[config.mk]
export PLATFORM = sky130hd
export DESIGN_NAME = tacd_decoder
export DESIGN_NICKNAME = d
export VERILOG_FILES = /design/src/tacd_pkg.sv /design/src/tacd_atom_if.sv /design/src/tacd_atom_unit.sv /design/src/tacd_decoder.sv
export VERILOG_INCLUDE_DIRS = /design/src
export SDC_FILE = /design/constraint.sdc
export NUM_CORES = 1
export LEC_CHECK = 0
export ABC_AREA = 1
export BUFFER_PORTS_ARGS = -buffer_cell sky130_fd_sc_hd__buf_2
export CAP_MARGIN = 30
export CORE_ASPECT_RATIO = 1.1
export CORE_MARGIN = 3
export CORE_UTILIZATION = 51
export DETAILED_ROUTE_END_ITERATION = 10
export GPL_ROUTABILITY_DRIVEN = 0
export PLACE_DENSITY = 0.83
export SETUP_SLACK_MARGIN = 0.02
export SYNTH_ARGS = -nofsm -noshare
export SYNTH_HDL_FRONTEND = slang
export SYNTH_SLANG_ARGS = --single-unit
[constraint.sdc]
create_clock -name i_core_clk -period 12.46 [get_ports i_core_clk]
set_input_delay 0.623 -clock i_core_clk [delete_from_list [all_inputs] [get_ports i_core_clk]]
set_output_delay 0.623 -clock i_core_clk [all_outputs]
set_load 0.02 [all_outputs]
[src/tacd_params.svh]
// constants for the trace address/context and atom decoder
`ifndef TACD_PARAMS_SVH
`define TACD_PARAMS_SVH

// ==================================================
// address-with-context headers
`define TACD_HDR_IS0_SHORT 8'h82
`define TACD_HDR_IS1_SHORT 8'h83
`define TACD_HDR_IS0_LONG  8'h85
`define TACD_HDR_IS1_LONG  8'h86
`define TACD_SHORT_BYTES   4'h4
`define TACD_LONG_BYTES    4'h8
`define TACD_SHORT_CLR     64'h0000_0000_0fff_ffff
`define TACD_IS_ZERO       2'h0
`define TACD_IS_ONE        2'h1

// ==================================================
// context information byte fields
`define TACD_CTX_C_BIT     7
`define TACD_CTX_V_BIT     6
`define TACD_CTX_NS_BIT    5
`define TACD_CTX_SF_BIT    4
`define TACD_CTX_EL_HI     1
`define TACD_CTX_EL_LO     0
`define TACD_CTXID_BYTES   4'h4
`define TACD_VMW_8         5'h01
`define TACD_VMW_16        5'h02
`define TACD_VMW_32        5'h04

// ==================================================
// atom header patterns
`define TACD_F1_TOP        7'h7b
`define TACD_F2_TOP        6'h36
`define TACD_F3_TOP        5'h1f
`define TACD_F4_TOP        6'h37
`define TACD_F5_SOLO       8'hf5
`define TACD_F5_LO         8'hd5
`define TACD_F5_HI         8'hd7
`define TACD_F6A_LO        8'hc0
`define TACD_F6A_HI        8'hd4
`define TACD_F6B_LO        8'he0
`define TACD_F6B_HI        8'hf4
`define TACD_F6_BASE       5'h04
`define TACD_F4_SEQ_00     24'h00000e
`define TACD_F4_SEQ_10     24'h00000a
`define TACD_F4_SEQ_11     24'h000005
`define TACD_F5_SEQ_101    24'h00001e
`define TACD_F5_SEQ_010    24'h00000a
`define TACD_F5_SEQ_011    24'h000015
`define TACD_CNT_1         5'h01
`define TACD_CNT_2         5'h02
`define TACD_CNT_3         5'h03
`define TACD_CNT_4         5'h04
`define TACD_CNT_5         5'h05

// ==================================================
// speculation tracking widths
`define TACD_KEY_W         8
`define TACD_DEPTH_W       8

`endif

[src/tacd_pkg.sv]
// types shared by the trace decoder files
package tacd_pkg;
	// parser states
	typedef enum logic [2:0] {
		TACD_ST_HDR,
		TACD_ST_ADDR,
		TACD_ST_CTX,
		TACD_ST_VMID,
		TACD_ST_CTXID,
		TACD_ST_FIN,
		TACD_ST_ATOM
	} tacd_state_t;
	// instruction set code of an address entry
	typedef logic [1:0] tacd_is_t;
endpackage

[src/tacd_atom_if.sv]
// link between the byte parser and the atom tracking unit
`timescale 1ns/1ps
`default_nettype none
`include "tacd_params.svh"
interface tacd_atom_if;
	logic                       go;          // one atom this cycle
	logic                       taken;       // e status of that atom
	logic                       elem_valid;  // atom element out
	logic                       elem_taken;  // its e status
	logic [`TACD_KEY_W-1:0]     elem_key;    // its speculation key
	logic                       commit;      // implied commit of one
	logic [`TACD_DEPTH_W-1:0]   depth;       // current depth
	modport parser (output go, output taken, input elem_valid, input elem_taken,
		input elem_key, input commit, input depth);
	modport unit (input go, input taken, output elem_valid, output elem_taken,
		output elem_key, output commit, output depth);
endinterface
`default_nettype wire

[src/tacd_atom_unit.sv]
// speculation key and depth tracking for atom elements
`timescale 1ns/1ps
`default_nettype none
`include "tacd_params.svh"
module tacd_atom_unit (
	// clock and reset
	input  wire logic                     i_core_clk,
	input  wire logic                     i_reset,
	// limits
	input  wire logic [`TACD_KEY_W-1:0]   i_spec_key_limit,
	input  wire logic [`TACD_DEPTH_W-1:0] i_max_spec_depth,
	// parser side
	tacd_atom_if.unit                     atom
);
	import tacd_pkg::*;

	// ==================================================
	// state
	logic [`TACD_KEY_W-1:0]   key_r;      // speculation key
	logic [`TACD_KEY_W-1:0]   key_inc;    // key plus one
	logic [`TACD_KEY_W-1:0]   key_nxt;    // wrapped key
	logic [`TACD_DEPTH_W-1:0] depth_r;    // speculation depth
	logic [`TACD_DEPTH_W-1:0] depth_inc;  // depth plus one
	logic                     over;       // limit exceeded

	assign key_inc   = key_r + `TACD_KEY_W'(1);
	assign key_nxt   = (key_inc >= i_spec_key_limit) ? '0 : key_inc;
	assign depth_inc = depth_r + `TACD_DEPTH_W'(1);
	assign over      = depth_inc > i_max_spec_depth;
	assign atom.depth = depth_r;

	// ==================================================
	// element and commit registers
	always_ff @(posedge i_core_clk or posedge i_reset) begin
		if (i_reset) begin
			key_r           <= '0;
			depth_r         <= '0;
			atom.elem_valid <= 1'b0;
			atom.elem_taken <= 1'b0;
			atom.elem_key   <= '0;
			atom.commit     <= 1'b0;
		end else begin
			atom.elem_valid <= atom.go;
			atom.commit     <= atom.go && over;
			if (atom.go) begin
				atom.elem_taken <= atom.taken;
				atom.elem_key   <= key_r;
				key_r           <= key_nxt;
				depth_r         <= over ? depth_r : depth_inc;
			end
		end
	end

	// ==================================================
	// checks
	a_elem_key_tag: assert property (@(posedge i_core_clk) disable iff (i_reset)
		atom.go |=> atom.elem_valid && atom.elem_key == $past(key_r))
		else $error("atom element key not the current key");
	a_key_hold: assert property (@(posedge i_core_clk) disable iff (i_reset)
		!atom.go |=> $stable(key_r) && !atom.elem_valid)
		else $error("key moved without an atom");
	a_depth_commit: assert property (@(posedge i_core_clk) disable iff (i_reset)
		atom.go && depth_r >= i_max_spec_depth |=> atom.commit && $stable(depth_r))
		else $error("depth over limit without commit");
	a_depth_rise: assert property (@(posedge i_core_clk) disable iff (i_reset)
		atom.go && depth_r < i_max_spec_depth |=> !atom.commit && depth_r == $past(depth_r) + 8'h01)
		else $error("depth did not rise by one");
endmodule
`default_nettype wire

[src/tacd_decoder.sv]
// byte stream decoder for address-with-context and atom trace packets
`timescale 1ns/1ps
`default_nettype none
`include "tacd_params.svh"
// Behaviour
// - vmid absent or zero when feature off
// - context bit adds four context-id bytes
// - context id absent or zero when off
// - vmid width 8/16/32 from width code
// - take level, security, wide flag; emit
// - header 82: set 00, bits 31:2
// - header 83: set 01, bits 31:1
// - header 85: set 0, bits 63:2
// - header 86: set 1, bits 63:1
// - emit address, shift three-entry queue
// - branches, barriers, traced transfers make atoms
// - branch: e taken, n not taken
// - traced loads and stores: e only
// - barrier: e means synchronisation happened
// - other conditionals make no atoms
// - six atom formats, header byte only
// - formats one, two, three headers
// - formats four and five headers
// - format six: four to 24 atoms
// - atom tagged with key, key wraps
// - depth over maximum implies one commit
// - vmid-present bit selects vmid section
// - uncarried bits kept; set 0 low zero
module tacd_decoder (
	// clock and reset
	input  wire logic                     i_core_clk,
	input  wire logic                     i_reset,
	// trace byte stream
	input  wire logic                     i_byte_valid,
	input  wire logic [7:0]               i_byte,
	output logic                          o_byte_ready,
	// configuration
	input  wire logic                     i_emit_en,
	input  wire logic [4:0]               i_vm_tag_width_code,
	input  wire logic [`TACD_KEY_W-1:0]   i_spec_key_limit,
	input  wire logic [`TACD_DEPTH_W-1:0] i_max_spec_depth,
	// address element and queue
	output logic                          o_addr_valid,
	output logic [63:0]                   o_q0_addr,
	output tacd_pkg::tacd_is_t            o_q0_is,
	output logic [63:0]                   o_q1_addr,
	output tacd_pkg::tacd_is_t            o_q1_is,
	output logic [63:0]                   o_q2_addr,
	output tacd_pkg::tacd_is_t            o_q2_is,
	// context element
	output logic                          o_ctx_valid,
	output logic [31:0]                   o_ctx_tag_value,
	output logic [31:0]                   o_vm_tag_value,
	output logic [1:0]                    o_exception_level,
	output logic                          o_security_bit,
	output logic                          o_wide_state_flag,
	// atom elements
	output logic                          o_atom_valid,
	output logic                          o_atom_taken,
	output logic [`TACD_KEY_W-1:0]        o_speculation_key,
	output logic                          o_commit_valid,
	output logic [`TACD_DEPTH_W-1:0]      o_spec_depth
);
	import tacd_pkg::*;

	// ==================================================
	// state and storage
	tacd_state_t  state_r;       // parser state
	tacd_state_t  state_nxt;     // next parser state
	logic [3:0]   idx_r;         // byte index in a section
	logic [3:0]   idx_nxt;       // next byte index
	logic [7:0]   hdr_r;         // address packet header
	logic [63:0]  raw_r;         // address bytes as received
	logic [7:0]   ctxb_r;        // context information byte
	logic [31:0]  vm_asm_r;      // vmid bytes as received
	logic [31:0]  cid_asm_r;     // context id bytes as received
	logic [23:0]  atom_bits_r;   // pending atoms, oldest in bit 0
	logic [4:0]   atom_cnt_r;    // pending atom count
	tacd_atom_if  atom ();       // link to tracking unit

	// ==================================================
	// handshake and byte index
	logic         take;          // byte accepted this cycle
	logic         sec_last;      // last byte of current section
	logic [3:0]   addr_len;      // address section length
	logic [3:0]   vm_len;        // vmid section length
	logic         long_hdr;      // eight address bytes
	logic         is1_hdr;       // set one header

	assign o_byte_ready = (state_r != TACD_ST_FIN) && (state_r != TACD_ST_ATOM);
	assign take         = i_byte_valid && o_byte_ready;
	assign long_hdr     = (hdr_r == `TACD_HDR_IS0_LONG) || (hdr_r == `TACD_HDR_IS1_LONG);
	assign is1_hdr      = (hdr_r == `TACD_HDR_IS1_SHORT) || (hdr_r == `TACD_HDR_IS1_LONG);
	assign addr_len     = long_hdr ? `TACD_LONG_BYTES : `TACD_SHORT_BYTES;
	assign vm_len       = (i_vm_tag_width_code == `TACD_VMW_8)  ? 4'h1 :
	                      (i_vm_tag_width_code == `TACD_VMW_16) ? 4'h2 :
	                      (i_vm_tag_width_code == `TACD_VMW_32) ? 4'h4 : 4'h0;
	assign sec_last     = (state_r == TACD_ST_ADDR)  ? (idx_r == addr_len - 4'h1) :
	                      (state_r == TACD_ST_VMID)  ? (idx_r == vm_len - 4'h1) :
	                      (idx_r == `TACD_CTXID_BYTES - 4'h1);

	// ==================================================
	// header classification
	logic         hdr_addr;      // address-with-context header
	logic         f1;            // one atom
	logic         f2;            // two atoms
	logic         f3;            // three atoms
	logic         f4;            // four atoms
	logic         f5;            // five atoms
	logic         f6;            // four to 24 atoms
	logic [4:0]   f6_cnt;        // format six total
	logic [23:0]  f6_ones;       // format six run of e atoms
	logic [23:0]  f6_bits;       // format six with final atom
	logic [23:0]  f4_bits;       // format four sequence
	logic [23:0]  f5_bits;       // format five sequence
	logic [23:0]  ld_bits;       // atoms to load
	logic [4:0]   ld_cnt;        // count to load
	logic         hdr_atom;      // any atom header

	assign hdr_addr = (i_byte == `TACD_HDR_IS0_SHORT) || (i_byte == `TACD_HDR_IS1_SHORT) ||
	                  (i_byte == `TACD_HDR_IS0_LONG)  || (i_byte == `TACD_HDR_IS1_LONG);
	assign f1 = i_byte[7:1] == `TACD_F1_TOP;
	assign f2 = i_byte[7:2] == `TACD_F2_TOP;
	assign f3 = i_byte[7:3] == `TACD_F3_TOP;
	assign f4 = i_byte[7:2] == `TACD_F4_TOP;
	assign f5 = (i_byte == `TACD_F5_SOLO) || (i_byte >= `TACD_F5_LO && i_byte <= `TACD_F5_HI);
	assign f6 = (i_byte >= `TACD_F6A_LO && i_byte <= `TACD_F6A_HI) ||
	            (i_byte >= `TACD_F6B_LO && i_byte <= `TACD_F6B_HI);
	assign hdr_atom = f1 || f2 || f3 || f4 || f5 || f6;

	// count plus three e atoms, then final
	assign f6_cnt  = i_byte[4:0] + `TACD_F6_BASE;
	assign f6_ones = ~({24{1'b1}} << f6_cnt);
	assign f6_bits = i_byte[5] ? (f6_ones & ~(24'h000001 << (f6_cnt - 5'h01))) : f6_ones;
	assign f4_bits = (i_byte[1:0] == 2'h0) ? `TACD_F4_SEQ_00 :
	                 (i_byte[1:0] == 2'h2) ? `TACD_F4_SEQ_10 :
	                 (i_byte[1:0] == 2'h3) ? `TACD_F4_SEQ_11 : 24'h000000;
	assign f5_bits = ({i_byte[5], i_byte[1:0]} == 3'h5) ? `TACD_F5_SEQ_101 :
	                 ({i_byte[5], i_byte[1:0]} == 3'h2) ? `TACD_F5_SEQ_010 :
	                 ({i_byte[5], i_byte[1:0]} == 3'h3) ? `TACD_F5_SEQ_011 : 24'h000000;
	assign ld_bits = f1 ? {23'h0, i_byte[0]} : f2 ? {22'h0, i_byte[1:0]} :
	                 f3 ? {21'h0, i_byte[2:0]} : f4 ? f4_bits : f5 ? f5_bits : f6_bits;
	assign ld_cnt  = f1 ? `TACD_CNT_1 : f2 ? `TACD_CNT_2 : f3 ? `TACD_CNT_3 :
	                 f4 ? `TACD_CNT_4 : f5 ? `TACD_CNT_5 : f6_cnt;

	// ==================================================
	// address assembly
	logic [31:0]  lo_is0;        // bits 31:2 for set zero
	logic [31:0]  lo_is1;        // bits 31:1 for set one
	logic [31:0]  lo32;          // chosen low word
	logic [63:0]  new_addr;      // decoded address
	tacd_is_t     new_is;        // decoded set code

	assign lo_is0 = {raw_r[31:16], raw_r[14:8], raw_r[6:0], 2'b00};
	assign lo_is1 = {raw_r[31:8], raw_r[6:0], 1'b0};
	assign lo32   = is1_hdr ? lo_is1 : lo_is0;
	assign new_addr = long_hdr ? {raw_r[63:32], lo32} : ((o_q0_addr & ~`TACD_SHORT_CLR) | {32'h0, lo32});
	assign new_is   = is1_hdr ? `TACD_IS_ONE : `TACD_IS_ZERO;

	// ==================================================
	// next parser state
	always_comb begin
		state_nxt = state_r;
		idx_nxt   = idx_r;
		unique case (state_r)
			TACD_ST_HDR: begin
				if (take && hdr_addr) begin
					state_nxt = TACD_ST_ADDR;
					idx_nxt   = 4'h0;
				end else if (take && hdr_atom) begin
					state_nxt = TACD_ST_ATOM;
				end
			end
			TACD_ST_ADDR: begin
				if (take) begin
					idx_nxt = sec_last ? 4'h0 : idx_r + 4'h1;
					if (sec_last) begin
						state_nxt = TACD_ST_CTX;
					end
				end
			end
			TACD_ST_CTX: begin
				// context id section only when flagged
				if (take) begin
					idx_nxt = 4'h0;
					if (i_byte[`TACD_CTX_V_BIT] && vm_len != 4'h0) begin
						state_nxt = TACD_ST_VMID;
					end else if (i_byte[`TACD_CTX_C_BIT]) begin
						state_nxt = TACD_ST_CTXID;
					end else begin
						state_nxt = TACD_ST_FIN;
					end
				end
			end
			TACD_ST_VMID: begin
				if (take) begin
					idx_nxt = sec_last ? 4'h0 : idx_r + 4'h1;
					if (sec_last) begin
						state_nxt = ctxb_r[`TACD_CTX_C_BIT] ? TACD_ST_CTXID : TACD_ST_FIN;
					end
				end
			end
			TACD_ST_CTXID: begin
				if (take) begin
					idx_nxt = sec_last ? 4'h0 : idx_r + 4'h1;
					if (sec_last) begin
						state_nxt = TACD_ST_FIN;
					end
				end
			end
			TACD_ST_FIN: begin
				state_nxt = TACD_ST_HDR;
			end
			TACD_ST_ATOM: begin
				if (atom_cnt_r == 5'h01) begin
					state_nxt = TACD_ST_HDR;
				end
			end
			default: begin
				state_nxt = TACD_ST_HDR;
			end
		endcase
	end

	// ==================================================
	// state register
	always_ff @(posedge i_core_clk or posedge i_reset) begin
		if (i_reset) begin
			state_r <= TACD_ST_HDR;
			idx_r   <= 4'h0;
		end else begin
			state_r <= state_nxt;
			idx_r   <= idx_nxt;
		end
	end

	// ==================================================
	// packet byte capture, least significant byte first
	always_ff @(posedge i_core_clk or posedge i_reset) begin
		if (i_reset) begin
			hdr_r     <= 8'h00;
			raw_r     <= 64'h0;
			ctxb_r    <= 8'h00;
			vm_asm_r  <= 32'h0;
			cid_asm_r <= 32'h0;
		end else if (take) begin
			unique case (state_r)
				TACD_ST_HDR:   hdr_r <= hdr_addr ? i_byte : hdr_r;
				TACD_ST_ADDR:  raw_r[idx_r[2:0]*8 +: 8] <= i_byte;
				TACD_ST_CTX:   ctxb_r <= i_byte;
				TACD_ST_VMID:  vm_asm_r[idx_r[1:0]*8 +: 8] <= i_byte;
				TACD_ST_CTXID: cid_asm_r[idx_r[1:0]*8 +: 8] <= i_byte;
				default:       hdr_r <= hdr_r;
			endcase
		end
	end

	// ==================================================
	// packet completion: context, address element, queue
	always_ff @(posedge i_core_clk or posedge i_reset) begin
		if (i_reset) begin
			o_addr_valid      <= 1'b0;
			o_ctx_valid       <= 1'b0;
			o_q0_addr         <= 64'h0;
			o_q1_addr         <= 64'h0;
			o_q2_addr         <= 64'h0;
			o_q0_is           <= `TACD_IS_ZERO;
			o_q1_is           <= `TACD_IS_ZERO;
			o_q2_is           <= `TACD_IS_ZERO;
			o_ctx_tag_value   <= 32'h0;
			o_vm_tag_value    <= 32'h0;
			o_exception_level <= 2'h0;
			o_security_bit    <= 1'b0;
			o_wide_state_flag <= 1'b0;
		end else begin
			o_addr_valid <= (state_r == TACD_ST_FIN) && i_emit_en;
			o_ctx_valid  <= (state_r == TACD_ST_FIN) && i_emit_en;
			if (state_r == TACD_ST_FIN) begin
				// zero field loaded like any other
				if (ctxb_r[`TACD_CTX_C_BIT]) begin
					o_ctx_tag_value <= cid_asm_r;
				end
				// zero field loaded like any other
				if (ctxb_r[`TACD_CTX_V_BIT]) begin
					if (i_vm_tag_width_code == `TACD_VMW_8) begin
						o_vm_tag_value[7:0] <= vm_asm_r[7:0];
					end else if (i_vm_tag_width_code == `TACD_VMW_16) begin
						o_vm_tag_value[15:0] <= vm_asm_r[15:0];
					end else if (i_vm_tag_width_code == `TACD_VMW_32) begin
						o_vm_tag_value <= vm_asm_r;
					end
				end
				o_exception_level <= ctxb_r[`TACD_CTX_EL_HI:`TACD_CTX_EL_LO];
				o_security_bit    <= ctxb_r[`TACD_CTX_NS_BIT];
				o_wide_state_flag <= ctxb_r[`TACD_CTX_SF_BIT];
				// shift queue, newest in entry 0
				o_q2_addr <= o_q1_addr;
				o_q2_is   <= o_q1_is;
				o_q1_addr <= o_q0_addr;
				o_q1_is   <= o_q0_is;
				o_q0_addr <= new_addr;
				o_q0_is   <= new_is;
			end
		end
	end

	// ==================================================
	// atom expansion, one atom per cycle
	always_ff @(posedge i_core_clk or posedge i_reset) begin
		if (i_reset) begin
			atom_bits_r <= 24'h0;
			atom_cnt_r  <= 5'h00;
		end else if (state_r == TACD_ST_HDR && take && hdr_atom) begin
			atom_bits_r <= ld_bits;
			atom_cnt_r  <= ld_cnt;
		end else if (state_r == TACD_ST_ATOM) begin
			atom_bits_r <= atom_bits_r >> 1;
			atom_cnt_r  <= atom_cnt_r - 5'h01;
		end
	end

	// one atom element per packet atom
	// loads and stores arrive as e
	assign atom.go    = state_r == TACD_ST_ATOM;
	assign atom.taken = atom_bits_r[0];

	// key and depth tracking
	tacd_atom_unit u_atom (
		.i_core_clk       (i_core_clk),
		.i_reset          (i_reset),
		.i_spec_key_limit (i_spec_key_limit),
		.i_max_spec_depth (i_max_spec_depth),
		.atom             (atom.unit)
	);

	assign o_atom_valid      = atom.elem_valid;
	assign o_atom_taken      = atom.elem_taken;
	assign o_speculation_key = atom.elem_key;
	assign o_commit_valid    = atom.commit;
	assign o_spec_depth      = atom.depth;

	// ==================================================
	// checks
	a_atom_stall: assert property (@(posedge i_core_clk) disable iff (i_reset)
		state_r == TACD_ST_ATOM |-> !o_byte_ready)
		else $error("byte taken while atoms pending");
	a_f1_single: assert property (@(posedge i_core_clk) disable iff (i_reset)
		state_r == TACD_ST_HDR && take && f1 |=> atom.go && atom.taken == $past(i_byte[0]) ##1 !atom.go)
		else $error("format one not a single atom");
	a_f4_four: assert property (@(posedge i_core_clk) disable iff (i_reset)
		state_r == TACD_ST_HDR && take && f4 |=> atom.go [*4] ##1 !atom.go)
		else $error("format four not four atoms");
	a_f6_min: assert property (@(posedge i_core_clk) disable iff (i_reset)
		state_r == TACD_ST_HDR && take && i_byte == `TACD_F6A_LO |=> (atom.go && atom.taken) [*4] ##1 !atom.go)
		else $error("shortest format six not four e atoms");
	a_queue_shift: assert property (@(posedge i_core_clk) disable iff (i_reset)
		state_r == TACD_ST_FIN |=> o_q1_addr == $past(o_q0_addr) && o_q2_addr == $past(o_q1_addr))
		else $error("address queue did not shift");
	a_is0_low: assert property (@(posedge i_core_clk) disable iff (i_reset)
		o_addr_valid && o_q0_is == `TACD_IS_ZERO |-> o_q0_addr[1:0] == 2'b00)
		else $error("set zero address has low bits set");
	a_emit_gate: assert property (@(posedge i_core_clk) disable iff (i_reset)
		state_r == TACD_ST_FIN |=> o_ctx_valid == $past(i_emit_en) && o_addr_valid == o_ctx_valid)
		else $error("element emission not gated by enable");
endmodule
`default_nettype wire

==> impl_metrics.toml <==
[pwr]
p_seq_frac = 0.415
internal_power_summed_over_all_cells_uw = 3260
total_switching_power_uw = 2020
switching_share = 0.382
irDropWorstVdd_uv = 155
leakagePower_uw = 0.0128
clock_power_share = 0.274
share_of_total_power_in_combinational_logic = 0.311
p_per_area_nw_per_um2 = 221
post-layout-total-power_uw = 5280

[yosys]
post_synth_edffs = 0
synthCells = 2407
netlist_top_cells_count = "nand2_1, dfrtp_1, o21ai_0"
synthesis.area_per_instance_um2 = 8.50
area_contributors_post_synth = "dfrtp_1, nand2_1, o21ai_0"
yosysWarnings = 0
ys_types = 45
synth_area_um2 = 20400
synth-async-reset-ratio = 1.00
synth_top_cell_by_area = "dfrtp_1"
synth_top_area_frac = 0.569
most_frequent_cell_after_synthesis = "nand2_1"
ys.flop_type = "dfrtp_1"
yosys_register_bits = 465
ys_seq_area_frac = 0.569

[timing]
layout_worst_path_cycle_share = 0.366
finClkSkew_ns = 0.0102
max_slew_violation_count = 0
report.final.setup_viol = 0
min_period_ns = 4.56
hold_viol_final = 0
slew_headroom = 0.311
setup_repair_after_global_routing_missed_its_margin = "no"
finalSetupTns_ns = 0
fmaxAchievable_ghz = 0.219
worst_slew_pin_slew_ns = 1.03

[floorplan]
die_ar_um2 = 42500
floorplan.io_pins = 321
fp-row-count = 76
floorplan.die.height_um = 216
start_util = 0.519
core_um2 = 39400
die_width_um = 197

[setup_path]
critPathLaunch = "idx_r[0]"
end_of_the_worst_register_to_register_path = "raw_r[33]"
worst_ep_arrival_time_ns = 4.97
worst_path_max_delay_cell = "ha_1"
crit_required_ns = 12.87
critical_path_class = "flop to flop"
critical_path.max_fanout = 33
worst_setup_path_endpoint = "raw_r[33]"
cp_num_buf_inv = 2
setup.worst_path.start_class = "flop"
critical_path.endpoint_type = "flop"
reg2reg_from = "idx_r[0]"
ff2ff_setup_slack_ns = 7.90
worstSetupPathDepth = 8
path_delay_family = "adder cells"
path_cells = "inv_1 -> ha_1 -> ha_1 -> inv_1 -> nor3_1 -> nand3_1 -> nand2_1 -> o21ai_0"
slowest_delay_ns = 0.99
ff_to_ff_path_depth = 8

[finish]
area_overhead_vs_synth_pct = 16.9
finish.cell_count_without_fillers = 3210
post_route_cells_drive_above_1_share = 0.160
final_net_count = 2745

[detailed_routing]
detail_route.first_pass.iterations = 7
detail-route-antenna-nets = 0
drtIter0Drc = 1514
drt_wl_total_mm = 53.2
number_of_remaining_drc_errors = 0
via_per_inst = 5.41
vias = 17381
routed_wire_length_per_instance_um = 16.6

[cts]
clockBufferDepth = 3
cts_inserted_buffers = 46
clock_tree.root_cell = "clkbuf_16"
clk_transition_reported_paths_ns = 0.07
cts_hold_repair.buffers = 0
worst_skew_pair.late_latency_ns = 0.56
tritoncts = "yes"
clk_sink_count = 465
postCtsSetupRepairBufs = 0
cts_resized = 0
cts_htree_levels = 2

[place]
dp.final_hpwl_mm = 37.3
place.detailed.instances = 3126
port_bufs = 314

[hold_path]
hold_path.class = "primary input to async pin"

[grt]
grt_max_degree = 181
overflow = 0
groute.layer.met3.usage = 0.0585
all_layer_gr_usage = 0.246
use_met2 = 0.404
grt_antenna_before_repair = 0
grt_pass1_vias = 16543
grt_first_pass_wirelength_mm = 85.5
busiest_layer_in_global_routing = "met2"
global_route.usage.met1 = 0.323

[run_status]
status = "finished, final reports clean"

[run]
max-cap-violations = 0
[layout by cell type (no fill, tap or decap), types with 4 or more instances in the layout]
cell        netlist  final
nor4_1           11     11
nor3_1           42     42
nor2_2            3      4
dfrtp_1         465    465
a31oi_1           5      5
nand3_1          80     80
xor2_1           16     16
buf_2            20    314
a2bb2oi_1         6      6
clkbuf_16         0     47
o31ai_1           8      8
clkinvlp_4        0      4
nor3_4            3      4
inv_1           233    232
clkbuf_1         75      5
clkinv_2          0      8
ha_1             43     43
buf_4            11      7
nor2_1          104    103
nand2_1         823    823
inv_2             9      8
a21oi_1          57     57
conb_1            1      6
clkbuf_8          0     10
nand4_1          17     17
o22ai_1           5      5
o21ai_1          20     20
o21ai_0         305    305
bufinv_16         0      5
o211ai_1          5      5
[state kept, by name, summed over array words and instances, names as in the netlist, 2 cells and up]
register and count:
o_q2_addr 63, vm_asm_r 32, o_q1_addr 63, o_vm_tag_value 32
state_r 3, raw_r 63, atom_bits_r 24, u_atom.atom.depth 8
u_atom.atom.elem_key 8, hdr_r 8, cid_asm_r 32, o_exception_level 2
o_ctx_tag_value 32, u_atom.key_r 8, o_q0_addr 63, ctxb_r 6
atom_cnt_r 5, idx_r 4
[kinds of logic after synthesis]
| logic type | share of synthesized area |
|---|---|
| xor+xnor | 0.00728 |
| simple gates | 0.218 |
| compound gates | 0.108 |
| flops | 0.569 |
| fa+ha+maj | 0.0263 |
| mux | 0.000551 |
| other cells | 0.000183 |
| buf+inv | 0.0704 |
[final cells by class]
| type | instances | area (um2) |
|---|---|---|
| Antenna cell | 1 | 2.50 |
| Clock buffer | 62 | 1330 |
| Clock inverter | 19 | 250 |
| Fill cell | 3298 | 15500 |
| Inverter | 245 | 928 |
| Multi-Input combinational cell | 1585 | 7400 |
| Sequential cell | 465 | 11600 |
| Tap cell | 507 | 634 |
| Timing Repair Buffer | 326 | 1730 |
[through the flow]
step,cell area (um2),setup WS (ns),util,hold slack (ns)
after global placement,22300,8.29,0.566,0.447
after CTS,23900,8.01,0.606,0.204
after detailed placement,22300,8.07,0.566,0.453
final,23900,7.90,0.607,0.205
after global routing,23900,7.41,0.607,0.237
after floorplan,20500,5.54,-,0.436
[power by group through the flow]
stage                     clock (uW)  sequential [uW]  combinational, uW
final                           1440             2190               1640
after global placement             0             2190               1570
after CTS                       1470             2190               1640
after floorplan                    0             2420                857
after global routing            1530             2240               1830
after detailed placement           0             2210               1630
[how the worst min path moves through the flow]
| stage | startpoint | end | slack, ns | depth (start not counted) |
|---|---|---|---|---|
| 4_1_cts | i_reset | o_q2_addr[13] | 0.20 | 2 |
| 3_3_place_gp | o_q2_addr[36] | o_q2_addr[36] | 0.45 | 2 |
| 3_5_place_dp | o_q2_addr[61] | o_q2_addr[61] | 0.45 | 2 |
| 5_1_grt | i_reset | o_q1_addr[15] | 0.24 | 2 |
| 6_report | i_reset | o_q2_addr[13] | 0.21 | 2 |
| 2_1_floorplan | raw_r[55] | o_q0_addr[55] | 0.44 | 2 |
[worst register-to-register path, stage by stage, from the launching register on]
cell and delay, ns:
dfrtp_1 0.70, inv_1 0.58, ha_1 0.62, ha_1 0.99, inv_1 0.53, nor3_1 0.26
nand3_1 0.41, nand2_1 0.20, o21ai_0 0.12
[routing by layer]
metal  part of all wire  up-vias
met3              0.090      161
met5                  0        -
met4              0.031        0
li1                   -     8176
met2               0.48      824
met1               0.40     8220
(Power assumes the default switching activity.)
